`config.mk`:
```
export PLATFORM = sky130hd
export DESIGN_NAME = avr_top
export DESIGN_NICKNAME = d
export VERILOG_FILES = /design/src/design/avr_pkg.sv /design/src/design/avr_top.sv
export VERILOG_INCLUDE_DIRS = /design/src /design/src/design
export SDC_FILE = /design/constraint.sdc
export NUM_CORES = 1
export LEC_CHECK = 0
export ABC_CLOCK_PERIOD_IN_PS = 5300
export BUFFER_PORTS_ARGS = -buffer_cell sky130_fd_sc_hd__buf_4
export CAP_MARGIN = 20
export CELL_PAD_IN_SITES_DETAIL_PLACEMENT = 1
export CELL_PAD_IN_SITES_GLOBAL_PLACEMENT = 1
export CORE_MARGIN = 2
export CORE_UTILIZATION = 45
export DETAILED_ROUTE_END_ITERATION = 12
export GPL_TIMING_DRIVEN = 0
export PLACE_DENSITY_LB_ADDON = 0.1
export SLEW_MARGIN = 10
export SYNTH_ARGS = -nofsm -noshare
export SYNTH_HDL_FRONTEND = slang
export SYNTH_SLANG_ARGS = --single-unit
```
`constraint.sdc`:
```
create_clock -name mclk -period 5.3 [get_ports mclk]
set_clock_uncertainty 0.1 [all_clocks]
set_input_delay 0.795 -clock mclk [delete_from_list [all_inputs] [get_ports mclk]]
set_output_delay 0.795 -clock mclk [all_outputs]
set_load 0.02 [all_outputs]
```
`src/design/avr_defines.svh`:
```
`ifndef AVR_DEFINES_SVH
`define AVR_DEFINES_SVH
// ==========================================================
// Register offsets
`define AVR_OFS_VOL_B        8'h3D
`define AVR_OFS_VOL_A        8'h3E
`define AVR_OFS_RAMP_CFG     8'h3F
`define AVR_OFS_EMRG_CFG     8'h40
// ==========================================================
// Field positions
`define AVR_UP_SPEED_HI      7
`define AVR_UP_SPEED_LO      6
`define AVR_UP_STEP_HI       5
`define AVR_UP_STEP_LO       4
`define AVR_DN_SPEED_HI      3
`define AVR_DN_SPEED_LO      2
`define AVR_DN_STEP_HI       1
`define AVR_DN_STEP_LO       0
`define AVR_EM_SPEED_HI      7
`define AVR_EM_SPEED_LO      6
`define AVR_EM_STEP_HI       5
`define AVR_EM_STEP_LO       4
// ==========================================================
// Reset values and constants
`define AVR_RST_VOL          8'h30
`define AVR_RST_RAMP_CFG     8'h22
`define AVR_RST_EMRG_CFG     8'h00
`define AVR_VOL_MUTE         8'hFF
`define AVR_SPEED_DIRECT     2'h3
`define AVR_STRAP_RESERVED   4'h8
// ==========================================================
// Timing
`define AVR_CLK_HZ           10000000
`define AVR_OT_CLEAR_US      1000
`define AVR_OC_CLEAR_US      1000
`define AVR_OT_CLEAR_CYC     ((`AVR_OT_CLEAR_US * (`AVR_CLK_HZ / 1000000)))
`define AVR_OC_CLEAR_CYC     ((`AVR_OC_CLEAR_US * (`AVR_CLK_HZ / 1000000)))
`endif

```
`src/design/avr_pkg.sv`:
```
package avr_pkg;
  // ==========================================================
  // Register port request
  typedef struct packed {
    logic       wr;
    logic [7:0] addr;
    logic [7:0] wdata;
  } avr_reg_req_type;
  // ==========================================================
  // Latched amplifier setup
  typedef struct packed {
    logic       reserved;
    logic       gain_high;
    logic [3:0] sw_mult;
    logic [2:0] code;
  } avr_amp_cfg_type;
  typedef enum logic [1:0] {
    AVR_LINK_INDEP  = 2'b00,
    AVR_LINK_A_FOLB = 2'b01,
    AVR_LINK_A_BOTH = 2'b10
  } avr_link_type;
  typedef enum logic [0:0] {
    AVR_STRAP_WAIT = 1'b0,
    AVR_STRAP_DONE = 1'b1
  } avr_strap_type;
endpackage

```
`src/design/avr_top.sv`:
```
`include "avr_defines.svh"
`timescale 1ns/1ns
`default_nettype none
module avr_top
  import avr_pkg::*;
#(
  parameter int OT_CLEAR_CYCLES = `AVR_OT_CLEAR_CYC,
  parameter int OC_CLEAR_CYCLES = `AVR_OC_CLEAR_CYC
) (
  input  wire logic            mclk,
  input  wire logic            arst_n,
  input  wire avr_reg_req_type reg_req,
  input  wire logic [1:0]      vol_link_mode,
  input  wire logic            fs_tick,
  input  wire logic            fs_family_44k,
  input  wire logic            clk_error,
  input  wire logic            supply_fail,
  input  wire logic            overtemp_error,
  input  wire logic            overcurrent_error,
  input  wire logic            strap_valid,
  input  wire logic [3:0]      gain_freq_strap_pin,
  output logic [7:0]           reg_rdata,
  output logic [7:0]           gain_a,
  output logic [7:0]           gain_b,
  output avr_amp_cfg_type      amp_cfg,
  output logic                 sync_family_44k,
  output logic                 amp_fault_out_n,
  output logic                 speaker_outputs_oe
);
  // ==========================================================
  // Helpers
  function automatic logic [7:0] step_size(input logic [1:0] c);
    step_size = 8'h08 >> c;
  endfunction
  function automatic logic due(input logic [1:0] sp, input logic [1:0] cnt);
    case (sp)
      2'h0:    due = 1'b1;
      2'h1:    due = ~cnt[0];
      2'h2:    due = (cnt == 2'h0);
      default: due = 1'b1;
    endcase
  endfunction
  function automatic logic [7:0] ramp(input logic [7:0] cur, input logic [7:0] tgt,
                                      input logic [1:0] upsp, input logic [1:0] upst,
                                      input logic [1:0] dnsp, input logic [1:0] dnst,
                                      input logic tick, input logic [1:0] cnt);
    logic [8:0] dn;
    logic [8:0] up;
    dn = {1'b0, cur} + {1'b0, step_size(dnst)};
    up = {1'b0, cur} - {1'b0, step_size(upst)};
    ramp = cur;
    if (tgt > cur) begin
      if (dnsp == `AVR_SPEED_DIRECT) begin
        ramp = tgt;
      end else if (tick && due(dnsp, cnt)) begin
        ramp = (dn >= {1'b0, tgt}) ? tgt : dn[7:0];
      end
    end else if (tgt < cur) begin
      if (upsp == `AVR_SPEED_DIRECT) begin
        ramp = tgt;
      end else if (tick && due(upsp, cnt)) begin
        ramp = (up[8] || up[7:0] <= tgt) ? tgt : up[7:0];
      end
    end
  endfunction
  // ==========================================================
  // Pin synchronisers
  logic [4:0] s1_q;
  logic [4:0] s2_q;
  always_ff @(posedge mclk or negedge arst_n) begin
    if (!arst_n) begin
      s1_q <= 5'h00;
      s2_q <= 5'h00;
    end else begin
      s1_q <= {strap_valid, clk_error, supply_fail, overtemp_error, overcurrent_error};
      s2_q <= s1_q;
    end
  end
  logic [3:0] strap1_q;
  logic [3:0] strap2_q;
  always_ff @(posedge mclk or negedge arst_n) begin
    if (!arst_n) begin
      strap1_q <= 4'h0;
      strap2_q <= 4'h0;
    end else begin
      strap1_q <= gain_freq_strap_pin;
      strap2_q <= strap1_q;
    end
  end
  logic emergency;
  assign emergency = s2_q[3] | s2_q[2];
  // ==========================================================
  // Registers
  logic [7:0] vol_a_q, vol_a_d, vol_b_q, vol_b_d;
  logic [7:0] ramp_cfg_q, ramp_cfg_d, emrg_cfg_q, emrg_cfg_d, rdata_d;
  always_comb begin
    vol_a_d    = vol_a_q;
    vol_b_d    = vol_b_q;
    ramp_cfg_d = ramp_cfg_q;
    emrg_cfg_d = emrg_cfg_q;
    if (reg_req.wr) begin
      case (reg_req.addr)
        `AVR_OFS_VOL_A:    vol_a_d    = reg_req.wdata;
        `AVR_OFS_VOL_B:    vol_b_d    = reg_req.wdata;
        `AVR_OFS_RAMP_CFG: ramp_cfg_d = reg_req.wdata;
        `AVR_OFS_EMRG_CFG: emrg_cfg_d = reg_req.wdata;
        default:           vol_a_d    = vol_a_q;
      endcase
    end
    case (reg_req.addr)
      `AVR_OFS_VOL_A:    rdata_d = vol_a_q;
      `AVR_OFS_VOL_B:    rdata_d = vol_b_q;
      `AVR_OFS_RAMP_CFG: rdata_d = ramp_cfg_q;
      `AVR_OFS_EMRG_CFG: rdata_d = emrg_cfg_q;
      default:           rdata_d = 8'h00;
    endcase
  end
  always_ff @(posedge mclk or negedge arst_n) begin
    if (!arst_n) begin
      vol_a_q    <= `AVR_RST_VOL;
      vol_b_q    <= `AVR_RST_VOL;
      ramp_cfg_q <= `AVR_RST_RAMP_CFG;
      emrg_cfg_q <= `AVR_RST_EMRG_CFG;
      reg_rdata  <= 8'h00;
    end else begin
      vol_a_q    <= vol_a_d;
      vol_b_q    <= vol_b_d;
      ramp_cfg_q <= ramp_cfg_d;
      emrg_cfg_q <= emrg_cfg_d;
      reg_rdata  <= rdata_d;
    end
  end
  // ==========================================================
  // Volume ramp, gain codes 0 = +24 dB .. 48 = 0 dB .. 255 = mute
  logic [1:0] up_sp, up_st, dn_sp, dn_st, em_sp, em_st;
  assign up_sp = ramp_cfg_q[`AVR_UP_SPEED_HI:`AVR_UP_SPEED_LO];
  assign dn_sp = ramp_cfg_q[`AVR_DN_SPEED_HI:`AVR_DN_SPEED_LO];
  assign up_st = ramp_cfg_q[`AVR_UP_STEP_HI:`AVR_UP_STEP_LO];
  assign dn_st = ramp_cfg_q[`AVR_DN_STEP_HI:`AVR_DN_STEP_LO];
  assign em_sp = emrg_cfg_q[`AVR_EM_SPEED_HI:`AVR_EM_SPEED_LO];
  assign em_st = emrg_cfg_q[`AVR_EM_STEP_HI:`AVR_EM_STEP_LO];
  logic [7:0] tgt_a, tgt_b, gain_a_d, gain_b_d;
  logic [1:0] fs_cnt_q, fs_cnt_d;
  logic [1:0] r_dn_sp, r_dn_st;
  always_comb begin
    // Prohibited link code falls back to independent control
    case (vol_link_mode)
      AVR_LINK_A_FOLB: begin tgt_a = vol_b_q; tgt_b = vol_b_q; end
      AVR_LINK_A_BOTH: begin tgt_a = vol_a_q; tgt_b = vol_a_q; end
      default:         begin tgt_a = vol_a_q; tgt_b = vol_b_q; end
    endcase
    r_dn_sp = dn_sp;
    r_dn_st = dn_st;
    if (emergency) begin
      tgt_a   = `AVR_VOL_MUTE;
      tgt_b   = `AVR_VOL_MUTE;
      r_dn_sp = em_sp;
      r_dn_st = em_st;
    end
    fs_cnt_d = fs_tick ? fs_cnt_q + 2'h1 : fs_cnt_q;
    gain_a_d = ramp(gain_a, tgt_a, up_sp, up_st, r_dn_sp, r_dn_st, fs_tick, fs_cnt_q);
    gain_b_d = ramp(gain_b, tgt_b, up_sp, up_st, r_dn_sp, r_dn_st, fs_tick, fs_cnt_q);
  end
  always_ff @(posedge mclk or negedge arst_n) begin
    if (!arst_n) begin
      fs_cnt_q <= 2'h0;
      gain_a   <= `AVR_RST_VOL;
      gain_b   <= `AVR_RST_VOL;
    end else begin
      fs_cnt_q <= fs_cnt_d;
      gain_a   <= gain_a_d;
      gain_b   <= gain_b_d;
    end
  end
  // ==========================================================
  // Strap capture; taken once so later pin drift cannot move the gain
  avr_strap_type   strap_q, strap_d;
  avr_amp_cfg_type cfg_d;
  logic            fam_d;
  always_comb begin
    strap_d = strap_q;
    cfg_d   = amp_cfg;
    fam_d   = fs_family_44k;
    case (strap_q)
      AVR_STRAP_WAIT: begin
        if (s2_q[4]) begin
          strap_d           = AVR_STRAP_DONE;
          cfg_d.code        = strap2_q[2:0];
          cfg_d.reserved    = (strap2_q >= `AVR_STRAP_RESERVED);
          cfg_d.gain_high   = strap2_q[2];
          case (strap2_q[1:0])
            2'h3:    cfg_d.sw_mult = 4'h8;
            2'h2:    cfg_d.sw_mult = 4'h6;
            2'h1:    cfg_d.sw_mult = 4'h5;
            default: cfg_d.sw_mult = 4'h4;
          endcase
        end
      end
      AVR_STRAP_DONE: strap_d = AVR_STRAP_DONE;
      default:        strap_d = AVR_STRAP_WAIT;
    endcase
  end
  always_ff @(posedge mclk or negedge arst_n) begin
    if (!arst_n) begin
      strap_q         <= AVR_STRAP_WAIT;
      amp_cfg         <= '0;
      sync_family_44k <= 1'b0;
    end else begin
      strap_q         <= strap_d;
      amp_cfg         <= cfg_d;
      sync_family_44k <= fam_d;
    end
  end
  // ==========================================================
  // Faults: timers reload while the fault stands, so retry waits a full clear time
  logic [31:0] ot_cnt_q, ot_cnt_d, oc_cnt_q, oc_cnt_d;
  logic        fault_d, oe_d;
  always_comb begin
    ot_cnt_d = s2_q[1] ? 32'(OT_CLEAR_CYCLES) :
               ((ot_cnt_q != 32'h0) ? ot_cnt_q - 32'h1 : 32'h0);
    oc_cnt_d = s2_q[0] ? 32'(OC_CLEAR_CYCLES) :
               ((oc_cnt_q != 32'h0) ? oc_cnt_q - 32'h1 : 32'h0);
    fault_d  = (ot_cnt_d != 0) || (oc_cnt_d != 0);
    oe_d     = !fault_d && (strap_q == AVR_STRAP_DONE) && !amp_cfg.reserved;
  end
  always_ff @(posedge mclk or negedge arst_n) begin
    if (!arst_n) begin
      ot_cnt_q           <= 32'h0;
      oc_cnt_q           <= 32'h0;
      amp_fault_out_n    <= 1'b1;
      speaker_outputs_oe <= 1'b0;
    end else begin
      ot_cnt_q           <= ot_cnt_d;
      oc_cnt_q           <= oc_cnt_d;
      amp_fault_out_n    <= !fault_d;
      speaker_outputs_oe <= oe_d;
    end
  end
endmodule
`default_nettype wire

```
# Word level (Yosys, flattened, before mapping)
# Cells that the tools add are included.
word_totals:
  output_inout_bits: 36
  inputBits: 32
  regBits: 153
  word_cells: 127
op_classes:
  add_sub_neg: 7
  n_reduce_logical: 27
  n_shift: 2
  muxes: 40
  magnitude_cmp: 9
  eq_ne: 17
  bitwise: 3
op_table:
  columns: ["cell", "count"]
  rows:
  - ["$mux W8", 20]
  - ["$mux W32", 4]
  - ["$reduce_bool A32 Y1", 4]
  - ["$sub A32 B1 Y32 const B", 2]
  - ["$pmux W8 S4", 1]
  - ["$eq A8 B6 Y1 const B", 3]
  - ["$add A8 B8 Y9", 2]
  - ["$ge A9 B8 Y1", 2]
  - ["$sub A8 B8 Y9", 2]
  - ["$gt A8 B8 Y1", 2]
  - ["$le A8 B8 Y1", 2]
  - ["$lt A8 B8 Y1", 2]
  - ["$shr A4 B2 Y8 const A", 2]
  - ["$eq A2 B2 Y1 const B", 7]
  - ["$pmux W4 S3", 1]
  - ["$reduce_and A2 Y1", 5]
  - ["$mux W1", 9]
  - ["$eq A2 B1 Y1 const B", 4]
  - ["$eq A8 B7 Y1 const B", 1]
  - ["$logic_and A1 B1 Y1", 6]
  - ["$pmux W1 S2", 3]
  - ["$reduce_and A3 Y1", 2]
  - ["$reduce_bool A3 Y1", 2]
  - ["$ge A4 B4 Y1 const B", 1]
  - ["other kinds (10)", 16]

# Longest topological paths before layout
# Gate-level depths: netlist (run 1).
depth:
  depth_word: 11
  depth_mapped: 20

# Worst setup path before layout (run 1)
# No wires, ideal clock.
synth_timing:
  path_type: "register to register"
  startpoint: "reg s2_q[2]"
  endpoint: "reg gain_b[4]"
  t_required_ps: 5125
  slack_ps: 1270
  period_less_slack_ps: 4030
  t_arrival_ps: 3855
  setup_ps: 75
  path_buffers: 2
  stages_incl_launch_ff: 19
  cell_sequence: "dfrtp_1 -> nor2_1 -> clkbuf_1 -> clkbuf_1 -> o31ai_1 -> ha_1 -> or3b_2 -> nor2_1 -> a2111oi_0 -> o211ai_1 -> ha_1 -> o2111ai_1 -> o21ai_0 -> nor3_1 -> o31a_1 -> o31ai_2 -> nor2_1 -> a221o_1 -> a2bb2oi_1"
synth_via:
  elab_chain_len: 9
  elab_cells_between_ends: 30
  cone_classes: "add/sub (1); order compare (4); eq/ne (4); shift (1); mux (14); bitwise (1); reduce/logical (5)"
synth_lines:
  columns: ["item", "line_no", "rtl"]
  rows:
  - ["start: declaration", "avr_top.sv:69", "logic [4:0] s2_q;"]
  - ["start signal: assignment", "avr_top.sv:76", "s2_q <= s1_q;"]
  - ["$or A1 B1 Y1 (*)", "avr_top.sv:91", "assign emergency = s2_q[3] | s2_q[2];"]
  - ["$mux W2 / $mux W8 (equally long branches)", "avr_top.sv:154", "if (emergency) begin"]
  - ["$shr A4 B2 Y8 (tied with other cells)", "avr_top.sv:33", "step_size = 8'h08 >> c;"]
  - ["$add A8 B8 Y9 (tied with other cells)", "avr_top.sv:49", "dn = {1'b0, cur} + {1'b0, step_size(dnst)};"]
  - ["$ge A9 B8 Y1 (tied with other cells)", "avr_top.sv:56", "ramp = (dn >= {1'b0, tgt}) ? tgt : dn[7:0];"]
  - ["$mux W8 (tied with other cells)", "avr_top.sv:56", null]
  - ["$mux W8 (tied with other cells)", "avr_top.sv:55", "end else if (tick && due(dnsp, cnt)) begin"]
  - ["$mux W8 (tied with other cells)", "avr_top.sv:53", "if (dnsp == `AVR_SPEED_DIRECT) begin"]
  - ["$mux W8 / $reduce_and A3 Y1 (equally long branches)", null, null]
  - ["end signal: assignment", "avr_top.sv:168", "gain_b <= `AVR_RST_VOL;"]
  - ["end signal: assignment", "avr_top.sv:172", "gain_b <= gain_b_d;"]
  - ["end: declaration", "avr_top.sv:24", "output logic [7:0] gain_b,"]
# Every way passes the cells marked *; elsewhere a longest branch is shown, timed or not. The select of a mux whose other input is x is not followed.
# A chain may end at the register's enable or synchronous reset.

# Worst setup path in the final report (run 1)
layout_timing:
  startpoint: "reg s2_q[3]"
  endpoint: "reg gain_b[4]"
# Same word-level chain as after synthesis.

==> results.json, run 1 <==
{
  "power_frac_seq": 0.298,
  "p_leak_nw": 5.105,
  "synth_fp_nets": 1180,
  "maxCapViolations": 0,
  "p_int_mw": 2.876,
  "dieWidth_um": 153.1,
  "synthTopCellsByArea": "dfrtp_1 35%, ha_1 9.1%, xnor2_1 4.8%, mux2_2 4.3%, nor2_1 4.2%",
  "layout.cells.non_filler": 1452,
  "globalplace.congestion": 0.8632,
  "finalCritPeriodShare": 0.9123,
  "grt_pass1_wl_um": 47110,
  "fp.dieH_um": 153.1,
  "grt_usage": 0.2491,
  "clkSinkCount": 152,
  "fin_crit_ns": 4.835,
  "layout-drive-gt1-share": 0.1689,
  "path_class": "flip-flop to flip-flop",
  "combPwrFrac": 0.457,
  "finalHoldViolCount": 0,
  "yosysSeqAreaShare": 0.3816,
  "nFillCells": 2552,
  "status": "finished clean",
  "place_inst": 1421,
  "area_growth_pct": 14.68,
  "fmax_mhz": 206.8,
  "critPathArrivalTime_ns": 5.09,
  "grt_pass1_vias": 9063,
  "holdCritPathClass": "input pin to async pin",
  "p_per_area_nw_per_um2": 422.4,
  "synth_edf_count": 0,
  "core_area_um2": 21820,
  "syn-cell-area_um2": 10000,
  "dp_hpwl_um": 21460,
  "first_pass_iters": 5,
  "drc": 0,
  "clockBufferDepth": 2,
  "synthCells": 1073,
  "ir_drop_mv": 0.1939,
  "core.rowCount": 54,
  "post_drt_wl_per_cell_um": 19.39,
  "async_flop_share": 1.000,
  "synth.largest_area_cell": "dfrtp_1",
  "first_iter_violations": 459,
  "diodes": 0,
  "synth.distinct_cells": 87,
  "rsz0062_at_grt": "false",
  "critical_path_buf_inv_count": 2,
  "fin_nets": 1266,
  "viasPerCell": 5.831,
  "clockPowerShare": 0.245,
  "initial_core_util": 0.4584,
  "grt_overflow": 0,
  "syn_avg_cell_area_um2": 9.323,
  "finalSetupTns_ns": 0,
  "ys_ff_latch": 152,
  "wl_um": 28150,
  "setup_viol": 0,
  "final_cell_mix": "141 x dfrtp_1, 111 x nor2_1, 90 x nand2_1",
  "worst_pin_slew_ns": 0.8652,
  "switching_share": 0.4065,
  "htreeDepth": 4,
  "root_buffer": "clkbuf_16",
  "io_buffers": 67,
  "cpPeakStageDelay_ns": 0.43,
  "tritoncts": "done",
  "critPathMaxFanout": 10,
  "p_sw_mw": 1.970,
  "synth_top_area_frac": 0.3527,
  "yosys_warnings": 0,
  "ant_nets": 0,
  "crit_slowest_cell": "ha_1",
  "crit_chain": "nor2_1 -> clkbuf_2 -> clkbuf_2 -> o31ai_2 -> ha_1 -> nor2_1 -> o211ai_1 -> a22oi_1 -> nor4_1 -> xnor2_1 -> ha_1 -> o2111ai_1 -> o21ai_0 -> nor3_1 -> o31a_1 -> o31ai_2 -> nor2_2 -> a221o_1 -> a2bb2oi_1",
  "worstPathRequired_ns": 5.55,
  "num_vias": 8466,
  "cp-end-kind": "flip-flop",
  "ys.flop_type": "dfrtp_1",
  "grt_max_degree": 105,
  "cts.clk_slew.worst_paths_ns": 0.07,
  "antenna_found_initial": 0,
  "final_common_cell": "dfrtp_1",
  "startpoint_type": "flip-flop",
  "cts_inserted_buffers": 17,
  "maxSlewViolCount": 0,
  "clkLatencyLatePin_ns": 0.43,
  "ctsHoldBuffers": 0,
  "ios": 68,
  "crit_family": "compound AO/OA/AOI/OAI gates",
  "relSlewSlack": 0.4179,
  "dieArea_um2": 23440
}
kinds of logic (layout without fill, tap and decap cells):
logic type,after synthesis,after routing,synth area share
mux,44,44,0.04878
fa+ha+maj,76,76,0.09631
xor+xnor,71,71,0.06216
simple gates,436,436,0.2340
flops,152,152,0.3816
compound gates,198,198,0.1395
buf+inv,96,195,0.03765
per-layer routing:
| layer | global-route usage | wire length, um | up-vias |
|---|---|---|---|
| li1 | - | - | 4039 |
| met1 | 0.3171 | 12380 | 4278 |
| met2 | 0.4428 | 14520 | 118 |
| met3 | 0.03317 | 697 | 31 |
| met4 | 0.07143 | 549 | 0 |
| met5 | 0 | 0 | - |
synth_stat cells, types with 5 or more instances:
master      n
mux2i_1     6
a21oi_1    41
nor3_1     31
nand3_1    30
or2_2      14
ha_1       73
nand2b_1   13
nor3b_1     8
a31oi_1    16
xor2_1     16
o21ai_0    35
o31ai_1     9
or4_1       9
nand4_1    13
dfstp_2    11
and3_1     15
o211ai_1    6
a222oi_1    9
inv_1      55
a21o_1     10
dfrtp_1   141
nor2b_1    16
mux2_2     38
xnor2_1    55
and4b_1     5
a221o_1     5
o21a_1      9
o21bai_1    5
nor2_1    112
clkbuf_1   34
nor4_1     22
nand2_1    90
a22oi_1    11
or3_1      14
worst reg2reg max path: stages, from the launching register on:
cell and delay, ns:
dfrtp_1 0.42, nor2_1 0.11, clkbuf_2 0.19, clkbuf_2 0.25
o31ai_2 0.40, ha_1 0.43, nor2_1 0.08, o211ai_1 0.10
a22oi_1 0.12, nor4_1 0.43, xnor2_1 0.21, ha_1 0.30
o2111ai_1 0.20, o21ai_0 0.16, nor3_1 0.16, o31a_1 0.23
o31ai_2 0.14, nor2_2 0.32, a221o_1 0.21, a2bb2oi_1 0.19
what timing repair did:
item / 4_1_cts / 5_1_grt
gates resized for setup: 2 / 3
endpoints found under the hold margin: 0 / 0
gates cloned: 0 / 0
buffers inserted: 0 / 0
setup endpoints to repair: 6 / 6
worst paths after layout:
check,start,to,slack [ns],depth (start not counted)
max in group asynchronous,arst_n,amp_fault_out_n$_DFF_PN1_,4.07,2
min in group mclk,s1_q[4]$_DFF_PN0_,s2_q[4]$_DFF_PN0_,0.25,0
worst min-delay path,arst_n,gain_a[7]$_DFFE_PN0P_,0.17,1
worst max register to register,s2_q[3]$_DFF_PN0_,gain_b[4]$_DFFE_PN1P_,0.46,19
worst min register to register,s1_q[4]$_DFF_PN0_,s2_q[4]$_DFF_PN0_,0.25,0
worst max-delay path,s2_q[3]$_DFF_PN0_,gain_b[4]$_DFFE_PN1P_,0.46,19
state kept, by name, summed over array words and instances (netlist names), 8 cells and up:
name	flops
ramp_cfg_q	8
emrg_cfg_q	8
reg_rdata	8
ot_cnt_q	32
gain_a	8
oc_cnt_q	32
vol_a_q	8
gain_b	8
amp_cfg	8
vol_b_q	8
through the flow:
| stage | area (um2) | util | hold WS (ns) | total power [mW] | setup slack, ns |
|---|---|---|---|---|---|
| 3_3_place_gp | 10860 | 0.4975 | 0.2317 | 3.580 | -0.05425 |
| 3_5_place_dp | 10890 | 0.4991 | 0.2356 | 3.661 | -0.08046 |
| 6_report | 11470 | 0.5257 | 0.1726 | 4.845 | 0.4649 |
| 5_1_grt | 11470 | 0.5257 | 0.1983 | 5.206 | 0.09360 |
| 2_1_floorplan | 10000 | - | 0.2312 | 3.003 | 1.270 |
| 4_1_cts | 11470 | 0.5257 | 0.1747 | 4.866 | 0.1591 |
power groups by stage:
stage	Combinational (mW)	Clock, mW	Sequential [mW]
floorplan	1.51	0	1.50
global placement	2.13	0	1.45
detailed placement	2.20	0	1.46
CTS	2.21	1.21	1.44
global route	2.49	1.26	1.47
finish	2.21	1.19	1.44
layout make-up:
class	count	area [um2]	area share
Multi-Input combinational cell	825	5817	0.5070
Sequential cell	152	3817	0.3328
Timing Repair Buffer	68	538.0	0.04690
Clock buffer	20	456.7	0.03981
Tap cell	280	350.3	0.03054
Inverter	55	206.4	0.01800
Buffer	40	168.9	0.01472
Clock inverter	12	117.6	0.01025
Power figures use the tool's default switching activity.
==> inputs of run 2 (changes only) <==
BUFFER_PORTS_ARGS = default   (was -buffer_cell sky130_fd_sc_hd__buf_4)
DONT_BUFFER_PORTS = 1   (was default)
==> results.json, run 2 (synthesized netlist as in run 1, its figures left out) <==
{
  "status": "finished clean",
  "antenna_found_initial": 0,
  "finalSetupTns_ns": 0,
  "ir_drop_mv": 0.2603,
  "critPathMaxFanout": 10,
  "crit_slowest_cell": "nor4_1",
  "clkSinkCount": 152,
  "worstPathRequired_ns": 5.56,
  "cts_setup_buffers": 0,
  "crit_family": "compound AO/OA/AOI/OAI gates",
  "dieWidth_um": 153.1,
  "cpPeakStageDelay_ns": 0.43,
  "drc": 0,
  "setup_viol": 0,
  "first_iter_violations": 434,
  "ios": 68,
  "fin_nets": 1200,
  "finalCritPeriodShare": 0.9263,
  "grt-busiest-layer": "met2",
  "startpoint_type": "flip-flop",
  "maxCapViolations": 0,
  "grtUsageMet1": 0.3161,
  "dieArea_um2": 23440,
  "area_growth_pct": 9.843,
  "ant_nets": 0,
  "grt_usage": 0.2443,
  "dp_hpwl_um": 20970,
  "grt_pass1_wl_um": 45880,
  "final_common_cell": "dfrtp_1",
  "initial_core_util": 0.4584,
  "post-route-util": 0.5035,
  "fmax_mhz": 203.7,
  "first_pass_iters": 4,
  "clkLatencyLatePin_ns": 0.44,
  "post_drt_wl_per_cell_um": 20.10,
  "relSlewSlack": 0.4697,
  "place_inst": 1353,
  "viasPerCell": 5.887,
  "critPathArrivalTime_ns": 5.17,
  "fin_crit_ns": 4.909,
  "finalHoldViolCount": 0,
  "cts.clk_slew.worst_paths_ns": 0.08,
  "gr-usage-met2": 0.4196,
  "clockBufferDepth": 2,
  "use_met3": 0.04139,
  "tritoncts": "done",
  "p_per_area_nw_per_um2": 434.9,
  "htreeDepth": 4,
  "globalplace.congestion": 0.8315,
  "core_area_um2": 21820,
  "diodes": 0,
  "cts_inserted_buffers": 17,
  "critical_path_buf_inv_count": 3,
  "rsz0062_at_grt": "false",
  "layout-drive-gt1-share": 0.1184,
  "path_class": "flip-flop to flip-flop",
  "root_buffer": "clkbuf_16",
  "crit_chain": "nor2_1 -> clkbuf_1 -> clkbuf_2 -> o31ai_2 -> ha_1 -> clkbuf_1 -> nor2_1 -> o211ai_1 -> a22oi_1 -> nor4_1 -> xnor2_1 -> ha_1 -> o2111ai_1 -> o21ai_0 -> nor3_1 -> o31a_1 -> o31ai_2 -> nor2_2 -> a221o_1 -> a2bb2oi_1",
  "holdCritPathClass": "input pin to async pin",
  "reg_top3": "oc_cnt_q x32, ot_cnt_q x32",
  "maxSlewViolCount": 0,
  "num_vias": 8160,
  "core.rowCount": 54,
  "grt_pass1_vias": 8626,
  "grt_max_degree": 142,
  "io_buffers": 0,
  "grt_overflow": 0,
  "cp-end-kind": "flip-flop",
  "fp.dieH_um": 153.1,
  "p_leak_nw": 4.794,
  "final_cell_mix": "141 x dfrtp_1, 111 x nor2_1, 90 x nand2_1",
  "worst_pin_slew_ns": 0.7882,
  "layout.cells.non_filler": 1386,
  "wl_um": 27860
}
[run 2: cell count changes in the layout (fill, tap and decap cells not counted), sizes merged]
cell,previous run,this run
clkinv,5,4
clkinvlp,4,1
inv,57,65
buf,74,7
clkbuf,54,52
bufinv,1,0
[run 2: per-layer routing]
metal | part of all wire | routed length [um] | up-vias
li1 | - | - | 3926
met1 | 0.45 | 12580 | 4094
met2 | 0.50 | 13860 | 95
met3 | 0.027 | 745 | 45
met4 | 0.024 | 669 | 0
met5 | 0 | 0 | -
[run 2: per-stage QoR]
| step | hold slack, ns | setup WS (ns) | power [mW] | instance area (um2) |
|---|---|---|---|---|
| 5_1_grt | 0.06792 | 0.005917 | 5.129 | 10990 |
| 2_1_floorplan | 0.2312 | 1.270 | 3.003 | 10000 |
| 6_report | 0.08546 | 0.3908 | 4.779 | 10990 |
| 3_5_place_dp | 0.2362 | -0.08282 | 3.527 | 10350 |
| 3_3_place_gp | 0.2326 | -0.06505 | 3.461 | 10350 |
| 4_1_cts | 0.07133 | 0.008063 | 4.810 | 10980 |
[run 2: timing repair]
action                     in CTS  in global routing
hold endpoints to repair      141                  0
hold buffers                    1                  0
setup endpoints to repair       6                  7
gates resized for setup         1                  3
[run 2: final timing paths]
kind	startpoint	to	slack, ns	cells past startpoint
min in group mclk	s1_q[0]$_DFF_PN0_	s2_q[0]$_DFF_PN0_	0.25	0
max in group asynchronous	arst_n	oc_cnt_q[19]$_DFF_PN0_	4.28	1
hold reg to reg	s1_q[0]$_DFF_PN0_	s2_q[0]$_DFF_PN0_	0.25	0
hold / removal	arst_n	gain_a[5]$_DFFE_PN1P_	0.09	0
setup / recovery	s2_q[3]$_DFF_PN0_	gain_b[4]$_DFFE_PN1P_	0.39	20
setup reg to reg	s2_q[3]$_DFF_PN0_	gain_b[4]$_DFFE_PN1P_	0.39	20
[run 2: layout make-up]
cell class / count / area, um2
clock buffer: 17 / 425.4
clock inverter: 15 / 172.7
inverter: 55 / 206.4
fill: 2521 / 10840
timing repair buffer: 1 / 27.53
sequential: 152 / 3817
tap: 280 / 350.3
multi-input combinational: 825 / 5817
buffer: 41 / 171.4
[run 2: report_power, final]
| part | total, mW | internal, mW | switching [mW] | leakage (nW) |
|---|---|---|---|---|
| clock network | 1.23 | 0.638 | 0.596 | 0.290 |
| logic | 2.01 | 0.815 | 1.19 | 2.59 |
| registers | 1.54 | 1.29 | 0.247 | 1.92 |
| total | 4.78 | 2.74 | 2.04 | 4.79 |
[run 2: worst register-to-register path, cell delays in order (launching register included)]
cell	delay, ns
dfrtp_1	0.40
nor2_1	0.10
clkbuf_1	0.21
clkbuf_2	0.27
o31ai_2	0.40
ha_1	0.22
clkbuf_1	0.31
nor2_1	0.08
o211ai_1	0.10
a22oi_1	0.12
nor4_1	0.43
xnor2_1	0.20
ha_1	0.30
o2111ai_1	0.19
o21ai_0	0.14
nor3_1	0.15
o31a_1	0.23
o31ai_2	0.14
nor2_2	0.31
a221o_1	0.21
a2bb2oi_1	0.20
==> inputs of run 3 (changes only) <==
ABC_CLOCK_PERIOD_IN_PS = 5100   (was 5300)
clock period = 5.1 ns   (was 5.3 ns; I/O delays follow)
==> results.json, run 3 (synthesized netlist as in run 1, its figures left out) <==
{
  "worstPathRequired_ns": 5.36,
  "first_iter_violations": 405,
  "core_area_um2": 21820,
  "clkSinkCount": 152,
  "multi_input_area_um2": 5837,
  "htreeDepth": 4,
  "cts_setup_buffers": 0,
  "critical_path_buf_inv_count": 3,
  "status": "finished clean",
  "critPathArrivalTime_ns": 5.03,
  "maxCapViolations": 0,
  "tritoncts": "done",
  "path_depth": 19,
  "ant_nets": 0,
  "core.rowCount": 54,
  "cts.clk_slew.worst_paths_ns": 0.07,
  "crit_family": "compound AO/OA/AOI/OAI gates",
  "p_sw_mw": 2.126,
  "fin_crit_ns": 4.761,
  "initial_core_util": 0.4584,
  "globalplace.congestion": 0.8315,
  "finalHoldViolCount": 0,
  "drc": 0,
  "critPathMaxFanout": 10,
  "fp.dieH_um": 153.1,
  "dp_hpwl_um": 20970,
  "layout-drive-gt1-share": 0.1212,
  "diodes": 0,
  "grt_pass1_vias": 8628,
  "root_buffer": "clkbuf_16",
  "path_class": "flip-flop to flip-flop",
  "num_vias": 8154,
  "post_drt_wl_per_cell_um": 20.13,
  "power_frac_seq": 0.321,
  "maxSlewViolCount": 0,
  "holdCritPathClass": "input pin to async pin",
  "finalHoldWorstSlack_ns": 0.05816,
  "first_pass_iters": 4,
  "finalCritPeriodShare": 0.9336,
  "reg_top3": "oc_cnt_q x32, ot_cnt_q x32",
  "dieArea_um2": 23440,
  "setup_viol": 0,
  "antenna_found_initial": 0,
  "fin_nets": 1200,
  "relSlewSlack": 0.4621,
  "cp-end-kind": "flip-flop",
  "ir_drop_mv": 0.2711,
  "worst_pin_slew_ns": 0.7995,
  "final_common_cell": "dfrtp_1",
  "area_growth_pct": 10.06,
  "dieWidth_um": 153.1,
  "switching_share": 0.4269,
  "crit_slowest_cell": "dfrtp_1",
  "viasPerCell": 5.883,
  "cpPeakStageDelay_ns": 0.41,
  "fin_ws_ns": 0.3385,
  "clockPowerShare": 0.258,
  "grt_pass1_wl_um": 45880,
  "nFillCells": 2519,
  "rsz0062_at_grt": "false",
  "wl_um": 27900,
  "ios": 68,
  "grt_usage": 0.2443,
  "p_int_mw": 2.853,
  "place_ws_ns": -0.2828,
  "crit_chain": "nor2_1 -> clkbuf_2 -> clkbuf_2 -> o31ai_4 -> ha_1 -> clkbuf_1 -> or3_1 -> a22oi_1 -> nor4_2 -> xnor2_1 -> ha_1 -> o2111ai_1 -> o21ai_0 -> nor3_1 -> o31a_1 -> o31ai_2 -> nor2_2 -> a221o_1 -> a2bb2oi_1",
  "grt_max_degree": 142,
  "clockBufferDepth": 2,
  "post-route-util": 0.5045,
  "io_buffers": 0,
  "p_leak_nw": 4.801,
  "reg2regPathDepth": 19,
  "p_per_area_nw_per_um2": 452.2,
  "combPwrFrac": 0.421,
  "ff_latch_area_um2": 3817,
  "final_cell_mix": "141 x dfrtp_1, 111 x nor2_1, 90 x nand2_1",
  "cts_inserted_buffers": 17,
  "clkLatencyLatePin_ns": 0.44,
  "startpoint_type": "flip-flop",
  "fmax_mhz": 210.0,
  "grt_overflow": 0
}
run 3: cell counts in the layout (fill, tap and decap cells not counted):
No cell type changed its count.
run 3: layout make-up:
type                            count  share of cell area
Inverter                           55             0.01875
Multi-Input combinational cell    825              0.5302
Buffer                             41             0.01568
Tap cell                          280             0.03182
Timing Repair Buffer                1            0.002500
Sequential cell                   152              0.3467
Clock inverter                     15             0.01568
Clock buffer                       17             0.03864
run 3: layer usage:
metal / wire length (um) / GRT usage / vias to the layer above
li1: - / - / 3926
met1: 12550 / 0.3161 / 4087
met2: 13880 / 0.4196 / 101
met3: 800 / 0.04139 / 40
met4: 668 / 0.07363 / 0
met5: 0 / 0 / -
run 3: power groups by stage:
| stage | clock network (mW) | registers, mW | logic [mW] |
|---|---|---|---|
| after floorplan | 0 | 1.55 | 1.57 |
| after global placement | 0 | 1.61 | 1.99 |
| after detailed placement | 0 | 1.62 | 2.05 |
| after CTS | 1.31 | 1.60 | 2.09 |
| after global routing | 1.36 | 1.62 | 2.36 |
| final | 1.28 | 1.60 | 2.10 |
run 3: worst paths after layout:
| path | from | slack (ns) | to |
|---|---|---|---|
| worst max-delay path | s2_q[2]$_DFF_PN0_ | 0.34 | gain_b[4]$_DFFE_PN1P_ |
| worst min-delay path | arst_n | 0.06 | gain_a[5]$_DFFE_PN1P_ |
| worst max register to register | s2_q[2]$_DFF_PN0_ | 0.34 | gain_b[4]$_DFFE_PN1P_ |
| worst min register to register | s1_q[0]$_DFF_PN0_ | 0.25 | s2_q[0]$_DFF_PN0_ |
| max in group asynchronous | arst_n | 4.11 | oc_cnt_q[19]$_DFF_PN0_ |
| min in group mclk | clk_error | 0.24 | s1_q[3]$_DFF_PN0_ |
run 3: stage by stage:
stage          total power [mW]  area, um2  TNS, ns  instances
2_1_floorplan             3.121      10000        0       1073
3_3_place_gp              3.597      10350   -1.048       1353
3_5_place_dp              3.665      10350   -1.215       1353
4_1_cts                   5.003      10990        0       1386
5_1_grt                   5.341      11010        0       1386
6_report                  4.979      11010        0       1386
run 3: timing repair:
action	4_1_cts	5_1_grt
hold buffers	1	0
endpoints found under the hold margin	141	0
setup endpoints to repair	7	7
resized for setup	3	5
